File: config.mk
export PLATFORM = sky130hd
export DESIGN_NAME = agr_reset_clock_ctrl
export DESIGN_NICKNAME = d
export VERILOG_FILES = /design/src/rtl/agr_reset_clock_ctrl.v
export VERILOG_INCLUDE_DIRS = /design/src /design/src/rtl
export SDC_FILE = /design/constraint.sdc
export NUM_CORES = 1
export LEC_CHECK = 0
export BUFFER_PORTS_ARGS = -buffer_cell sky130_fd_sc_hd__buf_2
export CAP_MARGIN = 20
export CORE_MARGIN = 10
export CORE_UTILIZATION = 60
export CTS_CLUSTER_DIAMETER = 150
export DETAILED_ROUTE_END_ITERATION = 7
export GPL_TIMING_DRIVEN = 0
export PLACE_DENSITY = 0.86
export SLEW_MARGIN = 20
export SYNTH_ARGS = -nofsm -noshare
export SYNTH_HDL_FRONTEND = slang
export SYNTH_SLANG_ARGS = --single-unit
File: constraint.sdc
create_clock -name pclk -period 4.25 [get_ports pclk]
set_input_delay 0.2125 -clock pclk [delete_from_list [all_inputs] [get_ports pclk]]
set_output_delay 0.2125 -clock pclk [all_outputs]
set_load 0.005 [all_outputs]
File: src/rtl/agr_reset_clock_ctrl_map.vh
// Register offsets, field positions, reset values and timing for the reset/clock controller
`ifndef AGR_RESET_CLOCK_CTRL_MAP_VH
`define AGR_RESET_CLOCK_CTRL_MAP_VH

// Register byte offsets
`define AGR_OFF_CTRL 12'h000
`define AGR_OFF_FILTER 12'h004
`define AGR_OFF_GAIN 12'h008
`define AGR_OFF_STATUS 12'h00c
`define AGR_OFF_IRQ_STAT 12'h010
`define AGR_OFF_IRQ_MASK 12'h014
`define AGR_OFF_EEPROM 12'h018

// Control register fields
`define AGR_CTRL_BLANK 0
`define AGR_CTRL_PWRDN 1
`define AGR_CTRL_ERR_SET 2
`define AGR_CTRL_ERR_CLR 3

// Status register fields
`define AGR_ST_SYS_RST_N 0
`define AGR_ST_OSC_RUN 1
`define AGR_ST_BOOTING 2
`define AGR_ST_ERROR 3
`define AGR_ST_ACQ 4
`define AGR_ST_POR 5
`define AGR_ST_CMD_BUSY 6
`define AGR_ST_EXT_OSC 7

// Interrupt status and mask fields
`define AGR_IRQ_SUPPLY 0
`define AGR_IRQ_ACQ 1
`define AGR_IRQ_RX_DROP 2
`define AGR_IRQ_BAD_GAIN 3
`define AGR_IRQ_W 4

// Reset values
`define AGR_RST_FILTER 3'h0
`define AGR_RST_GAIN 16'h0001
`define AGR_RST_MASK 4'h0

// Receiver gain limits
`define AGR_GAIN_MIN 32'h0000_0001
`define AGR_GAIN_MAX 32'h0000_8000

// Board information store addressing
`define AGR_EE_TYPE 4'ha
`define AGR_EE_HW_ADDR 3'h0

// Timing: clock rate and times in microseconds
`define AGR_CLK_MHZ 100
`define AGR_POR_US 15000
`define AGR_RST_DLY_US 100
`define AGR_BOOT_US 400000
`define AGR_BLINK_US 250000
`define AGR_CNT_W 26

`endif

File: src/rtl/agr_reset_clock_ctrl.v
// Reset, oscillator gating, status lights and board control outputs
`timescale 1ns/100ps
`include "agr_reset_clock_ctrl_map.vh"

// How it works
// - Supply below threshold forces system reset
// - Power-on holds reset for monitor delay
// - Switch, wake-up or acquisition pulse reset
// - Acquisition pulse holds reset unless blanked
// - Serial bytes dropped while booting
// - Power-down stops clock unless external oscillator configured, reset only exits
// - External oscillator stops during acquisition pulse
// - Pulse end restarts oscillator, delayed release
// - Blank mode ignores acquisition pulse, status bit still shows it
// - Ready light off until command acknowledged
// - Blank mode blinks error, ready on
// - Firmware error: error on, ready off
// - Both lights on at power-up, acquisition
// - Info store at hardware address zero
// - Three independent filter bits, one highpass
// - Gain accepted only within valid range
module agr_reset_clock_ctrl #(
  parameter POR_CYCLES = `AGR_POR_US * `AGR_CLK_MHZ,
  parameter RST_DLY_CYCLES = `AGR_RST_DLY_US * `AGR_CLK_MHZ,
  parameter BOOT_CYCLES = `AGR_BOOT_US * `AGR_CLK_MHZ,
  parameter BLINK_CYCLES = `AGR_BLINK_US * `AGR_CLK_MHZ
) (
  input wire pclk,
  input wire presetn,
  input wire clk_en,
  input wire psel,
  input wire penable,
  input wire pwrite,
  input wire [11:0] paddr,
  input wire [31:0] pwdata,
  output reg [31:0] prdata,
  output reg pready,
  output reg pslverr,
  input wire supply_low,
  input wire manual_reset_n,
  input wire serial_wakeup_n,
  input wire acq_pulse_n,
  input wire ext_osc_cfg,
  input wire rx_byte_valid,
  input wire [7:0] rx_byte,
  input wire cmd_rx,
  input wire cmd_ack,
  output reg rx_out_valid,
  output reg [7:0] rx_out_byte,
  output reg sys_reset_n,
  output reg osc_run,
  output reg cpu_clk_run,
  output reg ready_led,
  output reg error_led,
  output reg [2:0] filter_sel,
  output reg [15:0] rx_gain,
  output reg [7:0] board_info_store_wr_addr,
  output reg [7:0] board_info_store_rd_addr,
  output reg irq
);

  localparam NSYNC = 5;
  // Synchronisers reset to idle pin levels, so no false edge follows reset
  localparam [NSYNC-1:0] SYNC_IDLE = 5'h0e;
  // Limits cut to counter width on purpose
  localparam integer POR_M1 = POR_CYCLES - 1;
  localparam integer DLY_M1 = RST_DLY_CYCLES - 1;
  localparam integer BOOT_M1 = BOOT_CYCLES - 1;
  localparam integer BLINK_M1 = BLINK_CYCLES - 1;
  localparam [`AGR_CNT_W-1:0] POR_LIM = POR_M1[`AGR_CNT_W-1:0];
  localparam [`AGR_CNT_W-1:0] DLY_LIM = DLY_M1[`AGR_CNT_W-1:0];
  localparam [`AGR_CNT_W-1:0] BOOT_LIM = BOOT_M1[`AGR_CNT_W-1:0];
  localparam [`AGR_CNT_W-1:0] BLINK_LIM = BLINK_M1[`AGR_CNT_W-1:0];

  // Pin synchronisers
  wire [NSYNC-1:0] pin_raw;
  reg [NSYNC-1:0] sync1_r;
  reg [NSYNC-1:0] sync2_r;
  assign pin_raw = {ext_osc_cfg, acq_pulse_n, serial_wakeup_n, manual_reset_n, supply_low};

  genvar gi;
  generate
    for (gi = 0; gi < NSYNC; gi = gi + 1) begin : g_sync
      always @(posedge pclk or negedge presetn) begin
        if (!presetn) begin
          sync1_r[gi] <= SYNC_IDLE[gi];
          sync2_r[gi] <= SYNC_IDLE[gi];
        end else if (clk_en) begin
          sync1_r[gi] <= pin_raw[gi];
          sync2_r[gi] <= sync1_r[gi];
        end
      end
    end
  endgenerate

  wire sup_low_s = sync2_r[0];
  wire man_n_s = sync2_r[1];
  wire wup_n_s = sync2_r[2];
  wire acq_act = ~sync2_r[3];
  wire ext_cfg_s = sync2_r[4];

  // Software state
  reg blank_r;
  reg pwrdn_r;
  reg err_r;
  reg cmd_busy_r;
  reg [`AGR_IRQ_W-1:0] irq_stat_r;
  reg [`AGR_IRQ_W-1:0] irq_mask_r;
  reg [`AGR_IRQ_W-1:0] irq_stat_nxt;

  // Reset sequencing state
  reg por_r;
  reg booting_r;
  reg [`AGR_CNT_W-1:0] rst_cnt_r;
  reg [`AGR_CNT_W-1:0] boot_cnt_r;
  reg [`AGR_CNT_W-1:0] blink_cnt_r;
  reg blink_r;
  reg sup_low_d_r;
  reg acq_rst_d_r;

  wire acq_rst = acq_act & ~blank_r;
  wire rst_src = sup_low_s | ~man_n_s | ~wup_n_s | acq_rst;
  wire [`AGR_CNT_W-1:0] rst_lim = por_r ? POR_LIM : DLY_LIM;
  wire rx_ok = sys_reset_n & ~booting_r;
  wire both_on = por_r | (~sys_reset_n & acq_rst);

  // APB decode
  wire acc = psel & penable & ~pready;
  wire wr = acc & pwrite;
  wire [31:0] wd = pwdata;
  wire is_ctrl = (paddr == `AGR_OFF_CTRL);
  wire is_filt = (paddr == `AGR_OFF_FILTER);
  wire is_gain = (paddr == `AGR_OFF_GAIN);
  wire is_stat = (paddr == `AGR_OFF_STATUS);
  wire is_istat = (paddr == `AGR_OFF_IRQ_STAT);
  wire is_imask = (paddr == `AGR_OFF_IRQ_MASK);
  wire is_ee = (paddr == `AGR_OFF_EEPROM);
  wire mapped = is_ctrl | is_filt | is_gain | is_stat | is_istat | is_imask | is_ee;
  wire gain_ok = (wd >= `AGR_GAIN_MIN) && (wd <= `AGR_GAIN_MAX);
  wire bad_gain = wr & is_gain & ~gain_ok;

  // System reset generator
  always @(posedge pclk or negedge presetn) begin
    if (!presetn) begin
      sys_reset_n <= 1'b0;
      por_r <= 1'b1;
      rst_cnt_r <= {`AGR_CNT_W{1'b0}};
    end else if (clk_en) begin
      // Any source restarts the release delay
      if (rst_src) begin
        sys_reset_n <= 1'b0;
        rst_cnt_r <= {`AGR_CNT_W{1'b0}};
      end else if (!sys_reset_n) begin
        if (rst_cnt_r >= rst_lim) begin
          sys_reset_n <= 1'b1;
          por_r <= 1'b0;
        end else begin
          rst_cnt_r <= rst_cnt_r + 1'b1;
        end
      end
    end
  end

  // Boot window after each release
  // Serial bytes and commands are refused until it ends
  always @(posedge pclk or negedge presetn) begin
    if (!presetn) begin
      booting_r <= 1'b1;
      boot_cnt_r <= {`AGR_CNT_W{1'b0}};
    end else if (clk_en) begin
      if (!sys_reset_n) begin
        booting_r <= 1'b1;
        boot_cnt_r <= {`AGR_CNT_W{1'b0}};
      end else if (booting_r) begin
        if (boot_cnt_r >= BOOT_LIM)
          booting_r <= 1'b0;
        else
          boot_cnt_r <= boot_cnt_r + 1'b1;
      end
    end
  end

  // Serial byte gate
  always @(posedge pclk or negedge presetn) begin
    if (!presetn) begin
      rx_out_valid <= 1'b0;
      rx_out_byte <= 8'h00;
    end else if (clk_en) begin
      rx_out_valid <= rx_byte_valid & rx_ok;
      if (rx_byte_valid & rx_ok)
        rx_out_byte <= rx_byte;
    end
  end

  // Oscillator and processor clock control
  always @(posedge pclk or negedge presetn) begin
    if (!presetn) begin
      osc_run <= 1'b1;
      cpu_clk_run <= 1'b1;
    end else if (clk_en) begin
      osc_run <= ~(ext_cfg_s & acq_rst);
      cpu_clk_run <= ~(~ext_cfg_s & pwrdn_r);
    end
  end

  // Blink timer
  always @(posedge pclk or negedge presetn) begin
    if (!presetn) begin
      blink_cnt_r <= {`AGR_CNT_W{1'b0}};
      blink_r <= 1'b0;
    end else if (clk_en) begin
      if (!blank_r) begin
        blink_cnt_r <= {`AGR_CNT_W{1'b0}};
        blink_r <= 1'b0;
      end else if (blink_cnt_r >= BLINK_LIM) begin
        blink_cnt_r <= {`AGR_CNT_W{1'b0}};
        blink_r <= ~blink_r;
      end else begin
        blink_cnt_r <= blink_cnt_r + 1'b1;
      end
    end
  end

  // Command activity, set wins over acknowledge
  always @(posedge pclk or negedge presetn) begin
    if (!presetn)
      cmd_busy_r <= 1'b0;
    else if (clk_en) begin
      if (cmd_rx & rx_ok)
        cmd_busy_r <= 1'b1;
      else if (cmd_ack | ~sys_reset_n)
        cmd_busy_r <= 1'b0;
    end
  end

  // Status lights
  // Power-on and acquisition reset win over error and blank
  always @(posedge pclk or negedge presetn) begin
    if (!presetn) begin
      ready_led <= 1'b1;
      error_led <= 1'b1;
    end else if (clk_en) begin
      if (both_on) begin
        ready_led <= 1'b1;
        error_led <= 1'b1;
      end else if (err_r) begin
        ready_led <= 1'b0;
        error_led <= 1'b1;
      end else if (blank_r) begin
        ready_led <= 1'b1;
        error_led <= blink_r;
      end else begin
        ready_led <= ~cmd_busy_r;
        error_led <= 1'b0;
      end
    end
  end

  // Control registers
  always @(posedge pclk or negedge presetn) begin
    if (!presetn) begin
      blank_r <= 1'b0;
      pwrdn_r <= 1'b0;
      err_r <= 1'b0;
      filter_sel <= `AGR_RST_FILTER;
      rx_gain <= `AGR_RST_GAIN;
      irq_mask_r <= `AGR_RST_MASK;
    end else if (clk_en) begin
      if (wr & is_ctrl) begin
        blank_r <= wd[`AGR_CTRL_BLANK];
        if (wd[`AGR_CTRL_PWRDN])
          pwrdn_r <= 1'b1;
      end else if (!sys_reset_n) begin
        // Power-down is left only through a system reset
        pwrdn_r <= 1'b0;
      end
      if (wr & is_ctrl & wd[`AGR_CTRL_ERR_SET])
        err_r <= 1'b1;
      else if (wr & is_ctrl & wd[`AGR_CTRL_ERR_CLR])
        err_r <= 1'b0;
      if (wr & is_filt)
        filter_sel <= wd[2:0];
      if (wr & is_gain & gain_ok)
        rx_gain <= wd[15:0];
      if (wr & is_imask)
        irq_mask_r <= wd[`AGR_IRQ_W-1:0];
    end
  end

  // Interrupt status, event set wins over write-one clear
  always @* begin
    irq_stat_nxt = irq_stat_r;
    if (wr & is_istat)
      irq_stat_nxt = irq_stat_nxt & ~wd[`AGR_IRQ_W-1:0];
    if (sup_low_s & ~sup_low_d_r)
      irq_stat_nxt[`AGR_IRQ_SUPPLY] = 1'b1;
    if (acq_rst & ~acq_rst_d_r)
      irq_stat_nxt[`AGR_IRQ_ACQ] = 1'b1;
    if (rx_byte_valid & ~rx_ok)
      irq_stat_nxt[`AGR_IRQ_RX_DROP] = 1'b1;
    if (bad_gain)
      irq_stat_nxt[`AGR_IRQ_BAD_GAIN] = 1'b1;
  end

  always @(posedge pclk or negedge presetn) begin
    if (!presetn) begin
      irq_stat_r <= {`AGR_IRQ_W{1'b0}};
      sup_low_d_r <= 1'b0;
      acq_rst_d_r <= 1'b0;
      irq <= 1'b0;
    end else if (clk_en) begin
      irq_stat_r <= irq_stat_nxt;
      sup_low_d_r <= sup_low_s;
      acq_rst_d_r <= acq_rst;
      irq <= |(irq_stat_nxt & irq_mask_r);
    end
  end

  // Board information store device addresses
  always @(posedge pclk or negedge presetn) begin
    if (!presetn) begin
      board_info_store_wr_addr <= 8'h00;
      board_info_store_rd_addr <= 8'h00;
    end else if (clk_en) begin
      board_info_store_wr_addr <= {`AGR_EE_TYPE, `AGR_EE_HW_ADDR, 1'b0};
      board_info_store_rd_addr <= {`AGR_EE_TYPE, `AGR_EE_HW_ADDR, 1'b1};
    end
  end

  // APB slave, one wait state
  // Writes land at the first access edge, pready follows a cycle later
  always @(posedge pclk or negedge presetn) begin
    if (!presetn) begin
      pready <= 1'b0;
      pslverr <= 1'b0;
      prdata <= 32'h0000_0000;
    end else if (clk_en) begin
      pready <= acc;
      pslverr <= acc & (~mapped | bad_gain);
      prdata <= 32'h0000_0000;
      if (acc & ~pwrite) begin
        if (is_ctrl) begin
          prdata[`AGR_CTRL_BLANK] <= blank_r;
          prdata[`AGR_CTRL_PWRDN] <= pwrdn_r;
          prdata[`AGR_CTRL_ERR_SET] <= err_r;
        end else if (is_filt) begin
          prdata[2:0] <= filter_sel;
        end else if (is_gain) begin
          prdata[15:0] <= rx_gain;
        end else if (is_stat) begin
          prdata[`AGR_ST_SYS_RST_N] <= sys_reset_n;
          prdata[`AGR_ST_OSC_RUN] <= osc_run;
          prdata[`AGR_ST_BOOTING] <= booting_r;
          prdata[`AGR_ST_ERROR] <= err_r;
          prdata[`AGR_ST_ACQ] <= acq_act;
          prdata[`AGR_ST_POR] <= por_r;
          prdata[`AGR_ST_CMD_BUSY] <= cmd_busy_r;
          prdata[`AGR_ST_EXT_OSC] <= ext_cfg_s;
        end else if (is_istat) begin
          prdata[`AGR_IRQ_W-1:0] <= irq_stat_r;
        end else if (is_imask) begin
          prdata[`AGR_IRQ_W-1:0] <= irq_mask_r;
        end else if (is_ee) begin
          prdata[7:0] <= board_info_store_wr_addr;
          prdata[15:8] <= board_info_store_rd_addr;
        end
      end
    end
  end

endmodule

==> flow_summary_export.csv <==
group,metric,value,unit
timing,slew_headroom,25.17,%
clock_network,clk_pin_slew,0.06,ns
critical_path,arrival,3.51,ns
critical_path,crit_path_start,"por_r",
yosys,ys_warn_count,0,
floorplan,fp.dieH,136.5,microns
placed_design,dp_hpwl,15200,microns
power_and_ir_drop,leakage,4.602,nW
timing,setup_viol,0,
route,routed_wl,21180,microns
timing,setup_tns,0,ns
timing,rsz0062_at_grt,"false",
route,ant_nets,0,
critical_path,crit_chain,"inv_1 > ha_1 > a211o_1 > a21oi_1 > a21oi_2 > or4_4 > or4_1 > a21oi_1",
route,drt_iter0_drc,616,
clock_network,clk_latency,0.43,ns
yosys,synth_top_area_cell,"dfrtp_1",
route,viasPerCell,5.824,
critical_path,cp_top_family,"simple AND/OR/NAND/NOR gates",
timing,fin_crit_sh,74.38,%
yosys,synth_area,8140,sq um
critical_path,start_kind,"register",
clock_network,root_buffer,"clkbuf_16",
power_and_ir_drop,netSwitchingFraction,23.50,%
clock_network,cts_tree,"built",
hold_path,hp-class,"input pin to register",
yosys,ys_async_sr_fraction,100.0,%
clock_network,clkSinkCount,158,
timing,worstMarginPinSlew,1.112,ns
yosys,synth.distinct_cells,74,
yosys,synth.avg_cell_area,10.09,sq um
floorplan,rows,42,
route,vias,6785,
critical_path,max_stage_delay,0.60,ns
global_routing,overflow,0,
critical_path,critPathMaxFanout,10,
timing,skew,0.008756,ns
floorplan,die_area,18630,sq um
route,wire_per_inst,18.18,microns
power_and_ir_drop,total_power,3.487,mW
yosys,ys_top_cells_by_area,"dfrtp_1 (45%), mux2_2 (5.7%), dfstp_2 (4.2%)",
layout,postLayoutCoreUtil,73.55,%
clock_network,cts_made_buffers,17,
timing,min_period,3.161,ns
clock_network,cts_resized,0,
timing,fmax,316.4,MHz
power_and_ir_drop,p_sw,819.2,uW
route,remaining_drc_errors,0,
yosys,syn-instance-count,807,
flow_run,drv_cap,0,
clock_network,htree_levels,4,
power_and_ir_drop,combPwrFrac,8.4,%
power_and_ir_drop,power.share.clock,45.5,%
placed_design,place_inst,1130,
floorplan,ios,150,
yosys,synth_top_cell_area_share,44.57,%
yosys,yosysSeqAreaShare,48.77,%
placed_design,place_congestion,0.9131,
outcome,outcome,"finished, final reports clean",
layout,layoutNonFillerInstCount,1165,
global_routing,grt_pass1_vias,6608,
yosys,yosys_most_used_dff,"dfrtp_1",
layout,nets,1053,
timing,final_hold_viol_count,0,
floorplan,die_w,136.5,microns
critical_path,crit_type,"register to register",
yosys,synth_edf_count,0,
global_routing,globalRouteTotalUtil,22.75,%
global_routing,grt_max_degree,104,
layout,drive_above_1_share,26.39,%
placed_design,port_buffers,120,
power_and_ir_drop,vdd_drop_max,320.9,uV
floorplan,core_area,13240,sq um
global_routing,grt_pass1_wl,33810,microns
global_routing,antenna_found_initial,0,
timing,maxSlewViolCount,0,
critical_path,slowest_stage,"or4_4",
power_and_ir_drop,cell_internal_pwr,2.667,mW
critical_path,cpMostUsedCell,"a21oi_1",
layout,areaGrowthSynthToFinish,19.64,%
critical_path,worst-path-buf-inv,1,
route,drt-pass1-iter-count,6,
power_and_ir_drop,cellPowerDensity,358.0,nW/um^2
layout,diodes,0,
critical_path,r2r_start,"por_r",
power_and_ir_drop,seq_power_share,46.1,%
floorplan,start_util,61.47,%
hold_path,min-delay-start,"rx_byte[0]",
critical_path,crit_path_end_kind,"register",
clock_network,cts_buffer_depth,2,
critical_path,cp.required,4.60,ns
yosys,ys_ff_latch,158,
==> through the flow <==
step                instance area [sq um]  hold WS [ns]  setup slack, ns
CTS                                  9729      0.001231            1.096
global placement                     9059        0.4431           0.6321
finish                               9739       0.01045            1.089
global route                         9739      0.006194            1.005
detailed placement                   9102        0.1725            1.103
floorplan                            8238      -0.08309            1.461
==> sequential cells by signal, indices dropped and copies added, names as in the netlist, 3 cells and up <==
name	cells
blink_cnt_r	26
boot_cnt_r	26
rst_cnt_r	26
prdata	16
rx_gain	16
rx_out_byte	8
sync1_r	5
irq_mask_r	4
irq_stat_r	4
filter_sel	3
==> placed cells by master, fill, tap and decap left out, types with 4 or more instances in the layout <==
cell and n:
buf_4 32, nand3_1 32, a22o_1 9, a31o_2 4, nand4_1 21, clkbuf_16 17
nand2_1 63, xnor2_1 29, a21oi_1 27, mux2i_1 13, buf_1 4, o211ai_1 5
dfrtp_1 145, nor2b_1 9, clkbuf_1 29, clkbuf_8 4, nand2b_1 8, conb_1 27
o2bb2ai_1 13, and4_1 4, nor4_1 24, mux2_2 41, nor2_1 89, nor3_1 18
inv_1 27, buf_2 121, and3_1 10, ha_1 11, xor2_1 17, dfstp_2 13
or3_2 4, or3_1 8, o21ai_0 28, and2_1 8
==> kinds of logic after synthesis <==
| group | share of synthesized area, % |
|---|---|
| other cells | 0.04607 |
| fa+ha+maj | 1.691 |
| compound gates | 10.45 |
| xor+xnor | 4.949 |
| simple gates | 20.47 |
| mux | 7.823 |
| buf+inv | 5.795 |
| flops | 48.77 |
==> final timing paths <==
kind                                  end  slack [ns]  depth (start not counted)
min in group asynchronous   rst_cnt_r[11]        0.32                          2
max reg2reg                 rst_cnt_r[16]        1.09                          8
min                        rx_out_byte[0]        0.01                          2
max in group asynchronous      sync1_r[3]        3.06                          3
max                         rst_cnt_r[16]        1.09                          8
min reg2reg                   cpu_clk_run        0.48                          1
==> worst register-to-register path, delay by kind of cell (launching register included) <==
family                   cells  cell delay [ns]
flip-flops                   1             0.58
AND/OR/NAND/NOR              2             1.11
adder cells (fa/ha/maj)      1             0.36
buffers and inverters        1             0.19
AO/OA/AOI/OAI                4             0.83
==> power by group through the flow <==
stage | clock network, mW | logic, mW | registers [mW]
floorplan | 0 | 0.162 | 1.62
global placement | 0 | 0.272 | 1.63
detailed placement | 0 | 0.285 | 1.63
CTS | 1.59 | 0.290 | 1.61
global route | 1.66 | 0.325 | 1.61
finish | 1.59 | 0.292 | 1.61
==> cell usage after synthesis, drive strengths merged, types with 3 or more instances <==
cell	n
a211o	3
a21oi	28
a22o	9
a31o	4
a31oi	3
a41o	3
a41oi	3
and2	9
and3	10
and4	5
buf	39
clkbuf	24
dfrtp	145
dfstp	13
ha	11
inv	27
mux2	41
mux2i	13
nand2	63
nand2b	8
nand3	32
nand4	21
nor2	90
nor2b	9
nor3	19
nor4	26
nor4b	4
o211ai	5
o21ai	28
o2bb2ai	13
o31ai	3
or3	13
or4	3
xnor2	29
xor2	17
==> per-layer routing <==
metal  vias to the layer above  part of all wire, %  global-route usage [%]
li1                       3169                    -                       -
met5                         -                    0                       0
met4                         0                  3.1                   9.882
met2                       267                   49                   36.03
met1                      3302                   41                   28.60
met3                        47                  7.0                   6.236
==> cell type report <==
| class | instances | area (sq um) |
|---|---|---|
| plain buffers | 63 | 366.6 |
| clock buffers | 26 | 499.2 |
| clock inverters | 6 | 107.6 |
| fillers | 918 | 3503 |
| inverters | 28 | 105.1 |
| multi-input cells | 584 | 3802 |
| flip-flops and latches | 158 | 3970 |
| well taps | 176 | 220.2 |
| repair buffers | 124 | 668.1 |
==> what timing repair did <==
action / 4_1_cts / 5_1_grt
endpoints found under the hold margin: 56 / 1
hold buffers: 2 / 1
buffers inserted: 0 / 0
(Power assumes the default switching activity.)
